File: config.mk
export PLATFORM = sky130hd
export DESIGN_NAME = phy_led_and_tx_options
export DESIGN_NICKNAME = d
export VERILOG_FILES = /design/src/design/phy_indicator_pkg.sv /design/src/design/phy_led_and_tx_options.sv /design/src/design/indicator_drive.sv
export SDC_FILE = /design/constraint.sdc
export NUM_CORES = 1
export LEC_CHECK = 0
export BUFFER_PORTS_ARGS = -buffer_cell sky130_fd_sc_hd__buf_2
export CORE_ASPECT_RATIO = 1.1
export CORE_UTILIZATION = 56
export CTS_BUF_LIST = sky130_fd_sc_hd__clkbuf_8 sky130_fd_sc_hd__clkbuf_16
export DETAILED_ROUTE_END_ITERATION = 10
export HOLD_SLACK_MARGIN = 0.1
export MAX_ROUTING_LAYER = met4
export PLACE_DENSITY = 0.77
export SYNTH_ARGS = -nofsm -noshare
export SYNTH_HDL_FRONTEND = slang
export SYNTH_HIERARCHICAL = 1
export SYNTH_SLANG_ARGS = --single-unit
File: constraint.sdc
create_clock -name clock -period 3.02 [get_ports clock]
set_input_delay 0.151 -clock clock [delete_from_list [all_inputs] [get_ports clock]]
set_output_delay 0.151 -clock clock [all_outputs]
set_load 0.02 [all_outputs]
File: src/design/phy_indicator_pkg.sv
// Shared constants and types for the status-indicator and transmit option block
package phy_indicator_pkg;

  // Clock rate and time base
  localparam int CLK_HZ = 25_000_000;
  localparam int CYC_PER_MS = CLK_HZ / 1000;

  // Management register addresses
  localparam logic [4:0] ADDR_INDICATOR_CONFIG = 5'h14;
  localparam logic [4:0] ADDR_DIGITAL_OPTION_CONFIG = 5'h1a;
  localparam logic [4:0] ADDR_TRANSMIT_CONTROL = 5'h1e;

  // Indicator configuration fields
  localparam int FIRST_SRC_LSB = 12;
  localparam int SECOND_SRC_LSB = 8;
  localparam int THIRD_SRC_LSB = 4;
  localparam int WIDEN_PERIOD_LSB = 2;
  localparam int STRETCH_EN_BIT = 1;
  localparam logic [15:0] INDICATOR_CONFIG_RESET = 16'h0422;

  // Digital option configuration fields (only these bits are writable)
  localparam int DRIVE_STRENGTH_BIT = 11;
  localparam int SYMBOL_MAP_BIT = 9;
  localparam logic [15:0] DIGITAL_OPTION_WMASK = 16'h0a00;
  localparam logic [15:0] DIGITAL_OPTION_RESET = 16'h0000;

  // Transmit control fields
  localparam int TX_LOW_POWER_BIT = 12;
  localparam int EDGE_RATE_LSB = 10;
  localparam logic [15:0] TRANSMIT_CONTROL_RESET = 16'h0000;

  // Indicator source codes
  localparam logic [3:0] SRC_SPEED = 4'h0;
  localparam logic [3:0] SRC_TX = 4'h1;
  localparam logic [3:0] SRC_RX = 4'h2;
  localparam logic [3:0] SRC_COL = 4'h3;
  localparam logic [3:0] SRC_LINK = 4'h4;
  localparam logic [3:0] SRC_DUPLEX = 4'h5;
  localparam logic [3:0] SRC_UNUSED_A = 4'h6;
  localparam logic [3:0] SRC_ACTIVITY = 4'h7;
  localparam logic [3:0] SRC_ON = 4'h8;
  localparam logic [3:0] SRC_OFF = 4'h9;
  localparam logic [3:0] SRC_BLINK_FAST = 4'ha;
  localparam logic [3:0] SRC_BLINK_SLOW = 4'hb;
  localparam logic [3:0] SRC_LINK_RX = 4'hc;
  localparam logic [3:0] SRC_LINK_ACT = 4'hd;
  localparam logic [3:0] SRC_DUP_COL = 4'he;
  localparam logic [3:0] SRC_UNUSED_B = 4'hf;

  // Stretch period codes and times
  localparam logic [1:0] WIDEN_30 = 2'h0;
  localparam logic [1:0] WIDEN_60 = 2'h1;
  localparam logic [1:0] WIDEN_100 = 2'h2;
  localparam int STRETCH_30_MS = 30;
  localparam int STRETCH_60_MS = 60;
  localparam int STRETCH_100_MS = 100;
  localparam int STRETCH_30_CYC = STRETCH_30_MS * CYC_PER_MS;
  localparam int STRETCH_60_CYC = STRETCH_60_MS * CYC_PER_MS;
  localparam int STRETCH_100_CYC = STRETCH_100_MS * CYC_PER_MS;

  // Blink base: fast rate toggles each base tick, slow rate every SLOW_DIV ticks
  localparam int BLINK_BASE_MS = 100;
  localparam int BLINK_BASE_CYC = BLINK_BASE_MS * CYC_PER_MS;
  localparam logic [1:0] SLOW_DIV_LAST = 2'h3;

  // Counter width, wide enough for the longest period
  localparam int CNT_W = 22;

  // Line status seen by the indicators
  typedef struct packed {
    logic speed_100;
    logic link_up;
    logic full_duplex;
    logic tx_act;
    logic rx_act;
    logic col;
  } link_status_t;

endpackage

File: src/design/phy_led_and_tx_options.sv
// Status indicator selection, stretch timing, symbol error mapping and transmit options
//
// Overview of operation
// - Third source field bits 7:4 picks indicator source; resets to receive (0010).
// - Codes 1000..1011 give steady on, steady off, fast blink, slow blink.
// - 1100 link+receive, 1101 link+activity, 1110 duplex+collision; 0110, 1111 unused.
// - Link combined modes: solid on while link up, toggle on each event.
// - Duplex+collision: solid on when full duplex, toggle on each collision.
// - Combined modes always stretch events, whatever the stretch-enable bit says.
// - Period field bits 3:2: 30, 60, 100 ms; 11 reserved; resets 00.
// - Bit 1 enables stretching on all indicators; clear shows raw events; resets 1.
// - Symbol-fault map bit drives symbol error onto receive error; resets 0.
// - Transmit low-power bit drives the transmit low-power output; resets 0.
// - Edge-rate field 11:10 resets from the strap pins; software may overwrite.
// - First and second source fields share encoding; reset to speed and link.
`timescale 1ns/1ps
module phy_led_and_tx_options
  import phy_indicator_pkg::*;
#(
  parameter int STRETCH_30 = STRETCH_30_CYC,
  parameter int STRETCH_60 = STRETCH_60_CYC,
  parameter int STRETCH_100 = STRETCH_100_CYC,
  parameter int BLINK_BASE = BLINK_BASE_CYC
) (
  // Clock and reset
  input wire logic clock,
  input wire logic rst_n,
  // Management register access
  input wire logic [4:0] reg_addr,
  input wire logic [15:0] reg_wdata,
  input wire logic reg_we,
  input wire logic reg_re,
  output logic [15:0] reg_rdata,
  // Line status and receive path
  input wire link_status_t status,
  input wire logic symbol_error,
  input wire logic rx_err_in,
  output logic rxer,
  // Strap pins and transmitter controls
  input wire logic [1:0] transmit_edge_rate_strap,
  output logic tx_low_power,
  output logic [1:0] tx_edge_rate,
  output logic mii_drive_strong,
  // Indicator outputs, high means lit
  output logic first_indicator_on,
  output logic second_indicator_on,
  output logic third_indicator_on
);

  logic [15:0] indicator_config_q;
  logic [15:0] digital_option_config_q;
  logic [15:0] transmit_control_q;
  logic strap_done_q;
  logic [15:0] rdata_d;
  logic [CNT_W-1:0] period_cyc;
  logic [CNT_W-1:0] base_cnt_q;
  logic base_tick;
  logic blink_fast_q;
  logic blink_slow_q;
  logic [1:0] slow_div_q;
  logic stretch_en;

  // Indicator configuration register
  always_ff @(posedge clock or negedge rst_n) begin
    if (!rst_n) begin
      indicator_config_q <= INDICATOR_CONFIG_RESET;
    end else if (reg_we && reg_addr == ADDR_INDICATOR_CONFIG) begin
      indicator_config_q <= reg_wdata;
    end
  end

  // Digital option register, reserved bits stay zero
  always_ff @(posedge clock or negedge rst_n) begin
    if (!rst_n) begin
      digital_option_config_q <= DIGITAL_OPTION_RESET;
    end else if (reg_we && reg_addr == ADDR_DIGITAL_OPTION_CONFIG) begin
      digital_option_config_q <= reg_wdata & DIGITAL_OPTION_WMASK;
    end
  end

  // Transmit control register; edge rate loads from the straps just after reset
  always_ff @(posedge clock or negedge rst_n) begin
    if (!rst_n) begin
      transmit_control_q <= TRANSMIT_CONTROL_RESET;
    end else if (!strap_done_q) begin
      transmit_control_q[EDGE_RATE_LSB +: 2] <= transmit_edge_rate_strap;
    end else if (reg_we && reg_addr == ADDR_TRANSMIT_CONTROL) begin
      transmit_control_q <= reg_wdata;
    end
  end

  // Strap capture happens once, on the first edge after reset release
  always_ff @(posedge clock or negedge rst_n) begin
    if (!rst_n) begin
      strap_done_q <= 1'b0;
    end else begin
      strap_done_q <= 1'b1;
    end
  end

  // Read data mux, unmapped addresses read zero
  always_comb begin
    case (reg_addr)
      ADDR_INDICATOR_CONFIG: rdata_d = indicator_config_q;
      ADDR_DIGITAL_OPTION_CONFIG: rdata_d = digital_option_config_q;
      ADDR_TRANSMIT_CONTROL: rdata_d = transmit_control_q;
      default: rdata_d = 16'h0000;
    endcase
  end

  // Read data is held until the next read
  always_ff @(posedge clock or negedge rst_n) begin
    if (!rst_n) begin
      reg_rdata <= 16'h0000;
    end else if (reg_re) begin
      reg_rdata <= rdata_d;
    end
  end

  // Option outputs
  assign rxer = digital_option_config_q[SYMBOL_MAP_BIT] ? symbol_error : rx_err_in;
  assign tx_low_power = transmit_control_q[TX_LOW_POWER_BIT];
  assign tx_edge_rate = transmit_control_q[EDGE_RATE_LSB +: 2];
  assign mii_drive_strong = digital_option_config_q[DRIVE_STRENGTH_BIT];
  assign stretch_en = indicator_config_q[STRETCH_EN_BIT];

  // Stretch length select; reserved code falls back to the shortest period
  always_comb begin
    case (indicator_config_q[WIDEN_PERIOD_LSB +: 2])
      WIDEN_30: period_cyc = CNT_W'(STRETCH_30);
      WIDEN_60: period_cyc = CNT_W'(STRETCH_60);
      WIDEN_100: period_cyc = CNT_W'(STRETCH_100);
      default: period_cyc = CNT_W'(STRETCH_30);
    endcase
  end

  // Shared blink time base
  assign base_tick = (base_cnt_q == CNT_W'(BLINK_BASE - 1));

  always_ff @(posedge clock or negedge rst_n) begin
    if (!rst_n) begin
      base_cnt_q <= '0;
    end else if (base_tick) begin
      base_cnt_q <= '0;
    end else begin
      base_cnt_q <= base_cnt_q + CNT_W'(1);
    end
  end

  // Fast blink toggles every tick, slow blink every fourth tick
  always_ff @(posedge clock or negedge rst_n) begin
    if (!rst_n) begin
      blink_fast_q <= 1'b0;
      blink_slow_q <= 1'b0;
      slow_div_q <= 2'h0;
    end else if (base_tick) begin
      blink_fast_q <= ~blink_fast_q;
      slow_div_q <= slow_div_q + 2'h1;
      if (slow_div_q == SLOW_DIV_LAST) begin
        blink_slow_q <= ~blink_slow_q;
      end
    end
  end

  // Three indicator drivers, one per source field
  indicator_drive u_first (
    .clock(clock),
    .rst_n(rst_n),
    .source(indicator_config_q[FIRST_SRC_LSB +: 4]),
    .stretch_en(stretch_en),
    .period_cyc(period_cyc),
    .status(status),
    .blink_fast(blink_fast_q),
    .blink_slow(blink_slow_q),
    .led_on(first_indicator_on)
  );

  indicator_drive u_second (
    .clock(clock),
    .rst_n(rst_n),
    .source(indicator_config_q[SECOND_SRC_LSB +: 4]),
    .stretch_en(stretch_en),
    .period_cyc(period_cyc),
    .status(status),
    .blink_fast(blink_fast_q),
    .blink_slow(blink_slow_q),
    .led_on(second_indicator_on)
  );

  indicator_drive u_third (
    .clock(clock),
    .rst_n(rst_n),
    .source(indicator_config_q[THIRD_SRC_LSB +: 4]),
    .stretch_en(stretch_en),
    .period_cyc(period_cyc),
    .status(status),
    .blink_fast(blink_fast_q),
    .blink_slow(blink_slow_q),
    .led_on(third_indicator_on)
  );
endmodule

File: src/design/indicator_drive.sv
// One indicator output: source select, event stretch and combined modes
`timescale 1ns/1ps
module indicator_drive
  import phy_indicator_pkg::*;
(
  // Clock and reset
  input wire logic clock,
  input wire logic rst_n,
  // Configuration
  input wire logic [3:0] source,
  input wire logic stretch_en,
  input wire logic [CNT_W-1:0] period_cyc,
  // Status and blink rates
  input wire link_status_t status,
  input wire logic blink_fast,
  input wire logic blink_slow,
  // Indicator, high means lit
  output logic led_on
);

  logic combined;
  logic stretching;
  logic raw_ev;
  logic ev_str;
  logic led_d;
  logic [CNT_W-1:0] cnt_q;

  // Event selection for the chosen source
  always_comb begin
    combined = (source == SRC_LINK_RX) || (source == SRC_LINK_ACT) || (source == SRC_DUP_COL);
    stretching = stretch_en || combined;
    case (source)
      SRC_TX: raw_ev = status.tx_act;
      SRC_RX, SRC_LINK_RX: raw_ev = status.rx_act;
      SRC_COL, SRC_DUP_COL: raw_ev = status.col;
      SRC_ACTIVITY, SRC_LINK_ACT: raw_ev = status.tx_act | status.rx_act;
      default: raw_ev = 1'b0;
    endcase
  end

  // Stretch timer, restarted by every new event
  always_ff @(posedge clock or negedge rst_n) begin
    if (!rst_n) begin
      cnt_q <= '0;
    end else if (stretching && raw_ev) begin
      cnt_q <= period_cyc - CNT_W'(1);
    end else if (cnt_q != '0) begin
      cnt_q <= cnt_q - CNT_W'(1);
    end
  end

  assign ev_str = stretching ? (raw_ev | (cnt_q != '0)) : raw_ev;

  // Indicator level per source code
  always_comb begin
    case (source)
      SRC_SPEED: led_d = status.speed_100;
      SRC_TX, SRC_RX, SRC_COL, SRC_ACTIVITY: led_d = ev_str;
      SRC_LINK: led_d = status.link_up;
      SRC_DUPLEX: led_d = status.full_duplex;
      SRC_ON: led_d = 1'b1;
      SRC_OFF: led_d = 1'b0;
      SRC_BLINK_FAST: led_d = blink_fast;
      SRC_BLINK_SLOW: led_d = blink_slow;
      SRC_LINK_RX, SRC_LINK_ACT: led_d = status.link_up ^ ev_str;
      SRC_DUP_COL: led_d = status.full_duplex ^ ev_str;
      default: led_d = 1'b0;
    endcase
  end

  // Registered indicator output
  always_ff @(posedge clock or negedge rst_n) begin
    if (!rst_n) begin
      led_on <= 1'b0;
    end else begin
      led_on <= led_d;
    end
  end
endmodule

**Yosys cells after proc, flatten, opt, wreduce, memory -nomap -nowiden**

Index checks and enable logic that the tools add are counted.

- Register bits: 146
- Input port bits: 35
- Output and inout bits: 24
- Word-level logic and storage cells: 140

- Add/subtract/negate cells: 6
- Eq/ne operators: 44
- Muxes and demuxes: 21
- Bitwise logic cells: 12
- Reductions and logical operators: 41

Operator list:

| cell | number |
|---|---|
| $mux 22 | 7 |
| $sub 22x1->22 const B | 4 |
| $eq 4x4->1 const B | 18 |
| $reduce_bool 22->1 | 3 |
| $pmux 16 s3 | 1 |
| $pmux 22 s2 | 1 |
| $eq 4x3->1 const B | 9 |
| $pmux 1 s9 | 3 |
| $eq 4x2->1 const B | 6 |
| $reduce_or 2->1 | 12 |
| $add 22x1->22 const B | 1 |
| $eq 22x22->1 const B | 1 |
| $eq 5x5->1 const B | 3 |
| $eq 4x1->1 const B | 3 |
| $logic_not 4->1 | 3 |
| $mux 12 | 1 |
| $pmux 1 s4 | 3 |
| $reduce_or 4->1 | 3 |
| $logic_or 1x1->1 | 9 |
| $logic_and 1x1->1 | 6 |
| $reduce_bool 2->1 | 3 |
| $xor 1x1->1 | 6 |
| $eq 2x2->1 const B | 2 |
| $mux 1 | 4 |
| 7 further kinds | 12 |

**Depth between registers and ports, before layout**

- Depth in word-level cells: 7
- Mapped depth: 13
- Mapped depth without buffers: 10

**Cells and area by module**

The synthesis kept the hierarchy.

By module, submodules not included:

| module | instances | cells an instance | area each (um2) | seq. area each (um2) |
|---|---|---|---|---|
| indicator_drive | 3 | 231 | 1931.9 | 575.6 |
| phy_led_and_tx_options | 1 | 282 | 3485.8 | 1930.6 |

**Least setup slack after synthesis**

OpenSTA, ideal clock, no wires.

- Path type: reg2reg
- Start point: register indicator_config_q[5]
- End point: register u_third.cnt_q[10]
- Setup time: 138 ps
- Arrival: 3027 ps
- Required time: 2882 ps
- Slack: -145 ps
- Cell stages (with the launch flop): 14
- Path buffers: 3
- Period minus slack after synthesis: 3165 ps
- Cells stage by stage: dfstp_2 > buf_2 > a21oi_1 > nor4_1 > o31ai_1 > buf_2 > buf_1 > mux2i_1 > ha_1 > inv_1 > or4_1 > nor3_1 > xnor2_1 > o22ai_1

- Cells in the longest elaborated chain, start to end: 6
- Elaborated cells on any way between the ends: 17
- Classes of those cells: eq/ne: 7; mux: 2; reduce/logical: 8

RTL lines:

| element | line | text |
|---|---|---|
| from (decl) | phy_led_and_tx_options.sv:50 | `logic [15:0] indicator_config_q;` |
| from (signal assigned) | phy_led_and_tx_options.sv:68 | `indicator_config_q <= reg_wdata;` |
| parallel branches: the longest is 4 deep, another holds $eq 4x3->1 | n/a |  |
| $logic_and 1x1->1 (*) | indicator_drive.sv:45 | `end else if (stretching && raw_ev) begin` |
| $mux 22 / $reduce_bool 2->1 (equally long branches) | n/a |  |
| to (signal assigned) | indicator_drive.sv:46 | `cnt_q <= period_cyc - CNT_W'(1);` |
| to (signal assigned) | indicator_drive.sv:48 | `cnt_q <= cnt_q - CNT_W'(1);` |
| to (decl) | indicator_drive.sv:26 | `logic [CNT_W-1:0] cnt_q;` |

Every way passes the cells marked *.
A chain may end at the register's enable or synchronous reset.

**Worst setup path in the final report**

Ends and elaborated chain as after synthesis.

==> impl_metrics.yaml <==
timing:
  setup_viol: 0
  setup_slack_ns: 0.200
  fin_skew_ns: 0.00882
  fmax_ghz: 0.355
  finalCritPeriodShare_pct: 93.4
  fin_crit_ns: 2.82
  drv_slew: 0
  hold_viol_final: 0
  whs_ns: 0.142
  max_slew.worst_pin.slew_ns: 0.682
  maxSlewHeadroom_pct: 54.6
finish:
  n_fill_cell: 1264
  final_cell_area_um2: 11200
  post-route-util_pct: 68.7
  nets: 1211
  diodes: 0
  syn_to_final_growth_pct: 20.7
  drive_gt1_share_pct: 17.9
place:
  post-place-ws_ns: 0.128
  dpl-instance-area_um2: 10400
  place.gp.congestion: 0.831
  portBuffers: 58
  dp_hpwl_mm: 15.6
global_routing:
  grt_start_max_net_pins: 62
  grt.overflow.total: 0
  grtUsageTotal_pct: 28.7
  grt_first_pass_wirelength_mm: 38.0
  grt_antenna_before_repair: 0
  grt_pass1_vias: 7826
critical_path:
  cp_max_fo: 7
  crit_slowest_cell: "dfstp_2"
  crit_path_end_kind: "flip-flop"
  path_delay_family: "simple AND/OR/NAND/NOR gates"
  path_class: "reg2reg"
  crit_arrival_ns: 3.12
  path_cells: "a21oi_1, nor4_2, o31ai_4, mux2i_1, ha_1, inv_1, or4_4, nor3_2, xnor2_1, o22ai_1"
  worstSetupStartpointType: "flip-flop"
  slowest_delay_ns: 0.60
  cp.required_ns: 3.32
  cp_num_buf_inv: 1
clocking:
  cts_max_path_buffers: 2
  h-tree-depth: 4
  cts-root-buf: "clkbuf_16"
  cts_tree: "done"
  post_cts_buffers: 0
  numCtsBuffers: 17
  clk_pin_slew_ns: 0.06
  clock_latency_ns: 0.43
  clkSinkCount: 146
yosys:
  netlist_area_um2: 9280
  yosysTopAreaCell: "dfrtp_1"
  synth_common_cells: "dfrtp_1 (143), nor2_1 (74), xnor2_1 (62)"
  ys_async_sr_fraction_pct: 100
  yosys_most_used_dff: "dfrtp_1"
  synth_area_leaders: "dfrtp_1 (39%), xnor2_1 (5.9%), mux2i_1 (3.9%)"
  ys_seq_elements: 146
  synth.distinct_cells: 70
  synth.most_common_cell: "dfrtp_1"
  synth_top_cell_area_share_pct: 38.6
  yosys_warnings: 6
  ys_seq_area_share_pct: 39.4
  syn_area_per_cell_um2: 9.52
  syn_inst: 975
  synth_edf_count: 0
power_and_ir_drop:
  max-vdd-ir-drop_uv: 491
  powerDensity_nw_per_um2: 695
  finalPower_mw: 7.79
  p_leak_nw: 4.86
floorplanning:
  die_h_um: 137
  core_area_um2: 16300
  rows: 49
  dieArea_um2: 17100
  start_util_pct: 56.9
  ios: 59
  fp.dieW_um: 125
drt:
  wl_per_cell_um: 16.6
  remaining_drc_errors: 0
  viasPerCell: 5.79
  totalWireLength_mm: 22.9
  drt_pass1_iterations: 5
  drt_iter0_drc: 515
  dr_total_vias: 8013
  ant_nets: 0
outcome:
  status: "finished, final reports clean"
job:
  drv_cap: 0
hold_path:
  hold_path_class: "in2reg"
-- cell usage in the layout, fill, tap and decap left out, types with 5 or more instances in the layout --
cell	n
nor3_1	57
xor2_1	27
clkbuf_16	17
nor2b_1	7
and2_1	8
nand2b_1	6
or3_1	24
and3_1	8
nor4b_1	7
o21ai_0	30
nand3_1	40
o22ai_1	36
a21oi_2	5
dlygate4sd3_1	20
o22a_1	6
o311ai_0	6
nor2_1	74
buf_4	33
o211ai_1	6
nand4_1	8
ha_1	8
nor3b_1	6
nor4_1	16
a22oi_1	16
or4_1	17
inv_1	35
inv_6	5
buf_2	57
conb_1	106
dfrtp_1	143
nand3b_1	9
xnor2_1	62
mux2i_1	36
nor4_4	8
mux2_2	29
a21oi_1	32
nand2_1	51
mux2_4	10
-- state kept, by name, indices dropped and copies added (netlist names), 16 cells and up --
signal,flops
reg_rdata,16
u_first/cnt_q,22
indicator_config_q,16
u_second/cnt_q,22
base_cnt_q,22
u_third/cnt_q,22
transmit_control_q,16
-- worst reg2reg max path, delay by kind of cell, from the launching register on --
family / cells / cell delay [ns]
compound gates: 3 / 0.31
xor+xnor: 1 / 0.14
fa+ha+maj: 1 / 0.24
buf+inv: 1 / 0.07
flops: 1 / 0.60
mux: 1 / 0.21
simple gates: 3 / 1.10
-- final timing paths --
check,start,endpoint,slack (ns),cells after the start
min in group asynchronous,rst_n,u_first/cnt_q[15]$_DFFE_PN0P_,0.27,2
setup reg to reg,indicator_config_q[5]$_DFFE_PN1P_,u_third/cnt_q[10]$_DFFE_PN0P_,0.20,10
hold / removal,reg_re,reg_rdata[11]$_DFFE_PN0P_,0.14,2
hold reg to reg,slow_div_q[0]$_DFFE_PN0N_,slow_div_q[0]$_DFFE_PN0N_,0.49,1
setup / recovery,indicator_config_q[5]$_DFFE_PN1P_,u_third/cnt_q[10]$_DFFE_PN0P_,0.20,10
max in group asynchronous,rst_n,indicator_config_q[1]$_DFFE_PN1P_,1.97,3
-- stage by stage --
step	instances	TNS, ns
after floorplan	1079	0
after global placement	1332	0
after detailed placement	1332	0
after CTS	1383	0
after global routing	1383	-0.0208
final	1383	0
-- cell type report --
class                   count  area, um^2  area share, %
multi-input cells         854        5760           51.5
clock buffers              20         467           4.17
inverters                  35         131           1.17
well taps                 204         255           2.28
repair buffers            113         785           7.01
clock inverters            11         141           1.26
flip-flops and latches    146        3660           32.7
-- kinds of logic (layout without fill, tap and decap cells) --
logic type | Yosys count | in the layout | share of synthesized area, %
AO/OA/AOI/OAI | 192 | 192 | 14.2
buffers and inverters | 79 | 179 | 3.75
flip-flops | 146 | 146 | 39.4
other | 2 | 106 | 0.0809
AND/OR/NAND/NOR | 383 | 383 | 24.0
multiplexers | 75 | 75 | 9.02
XOR/XNOR | 89 | 89 | 8.40
adder cells (fa/ha/maj) | 9 | 9 | 1.21
-- timing repair --
action / CTS / global route
gates resized for setup: 0 / 6
endpoints found under the setup margin: 0 / 6
hold buffers: 20 / 0
endpoints found under the hold margin: 91 / 0
-- power breakdown --
part           total (mW)  switching (mW)  internal, mW
logic                2.52            1.37          1.15
registers            3.09           0.607          2.49
clock network        2.17           0.873          1.30
-- per-layer routing --
layer  share of wire (%)  global-route usage (%)  vias up
met5                   0                       -        -
met4                 1.9                    11.0        0
met3                 3.5                    4.38       35
met2                  51                    48.5      179
met1                  44                    35.0     3888
li1                    -                       -     3911
No activity file was read; power rests on OpenSTA's default activity.
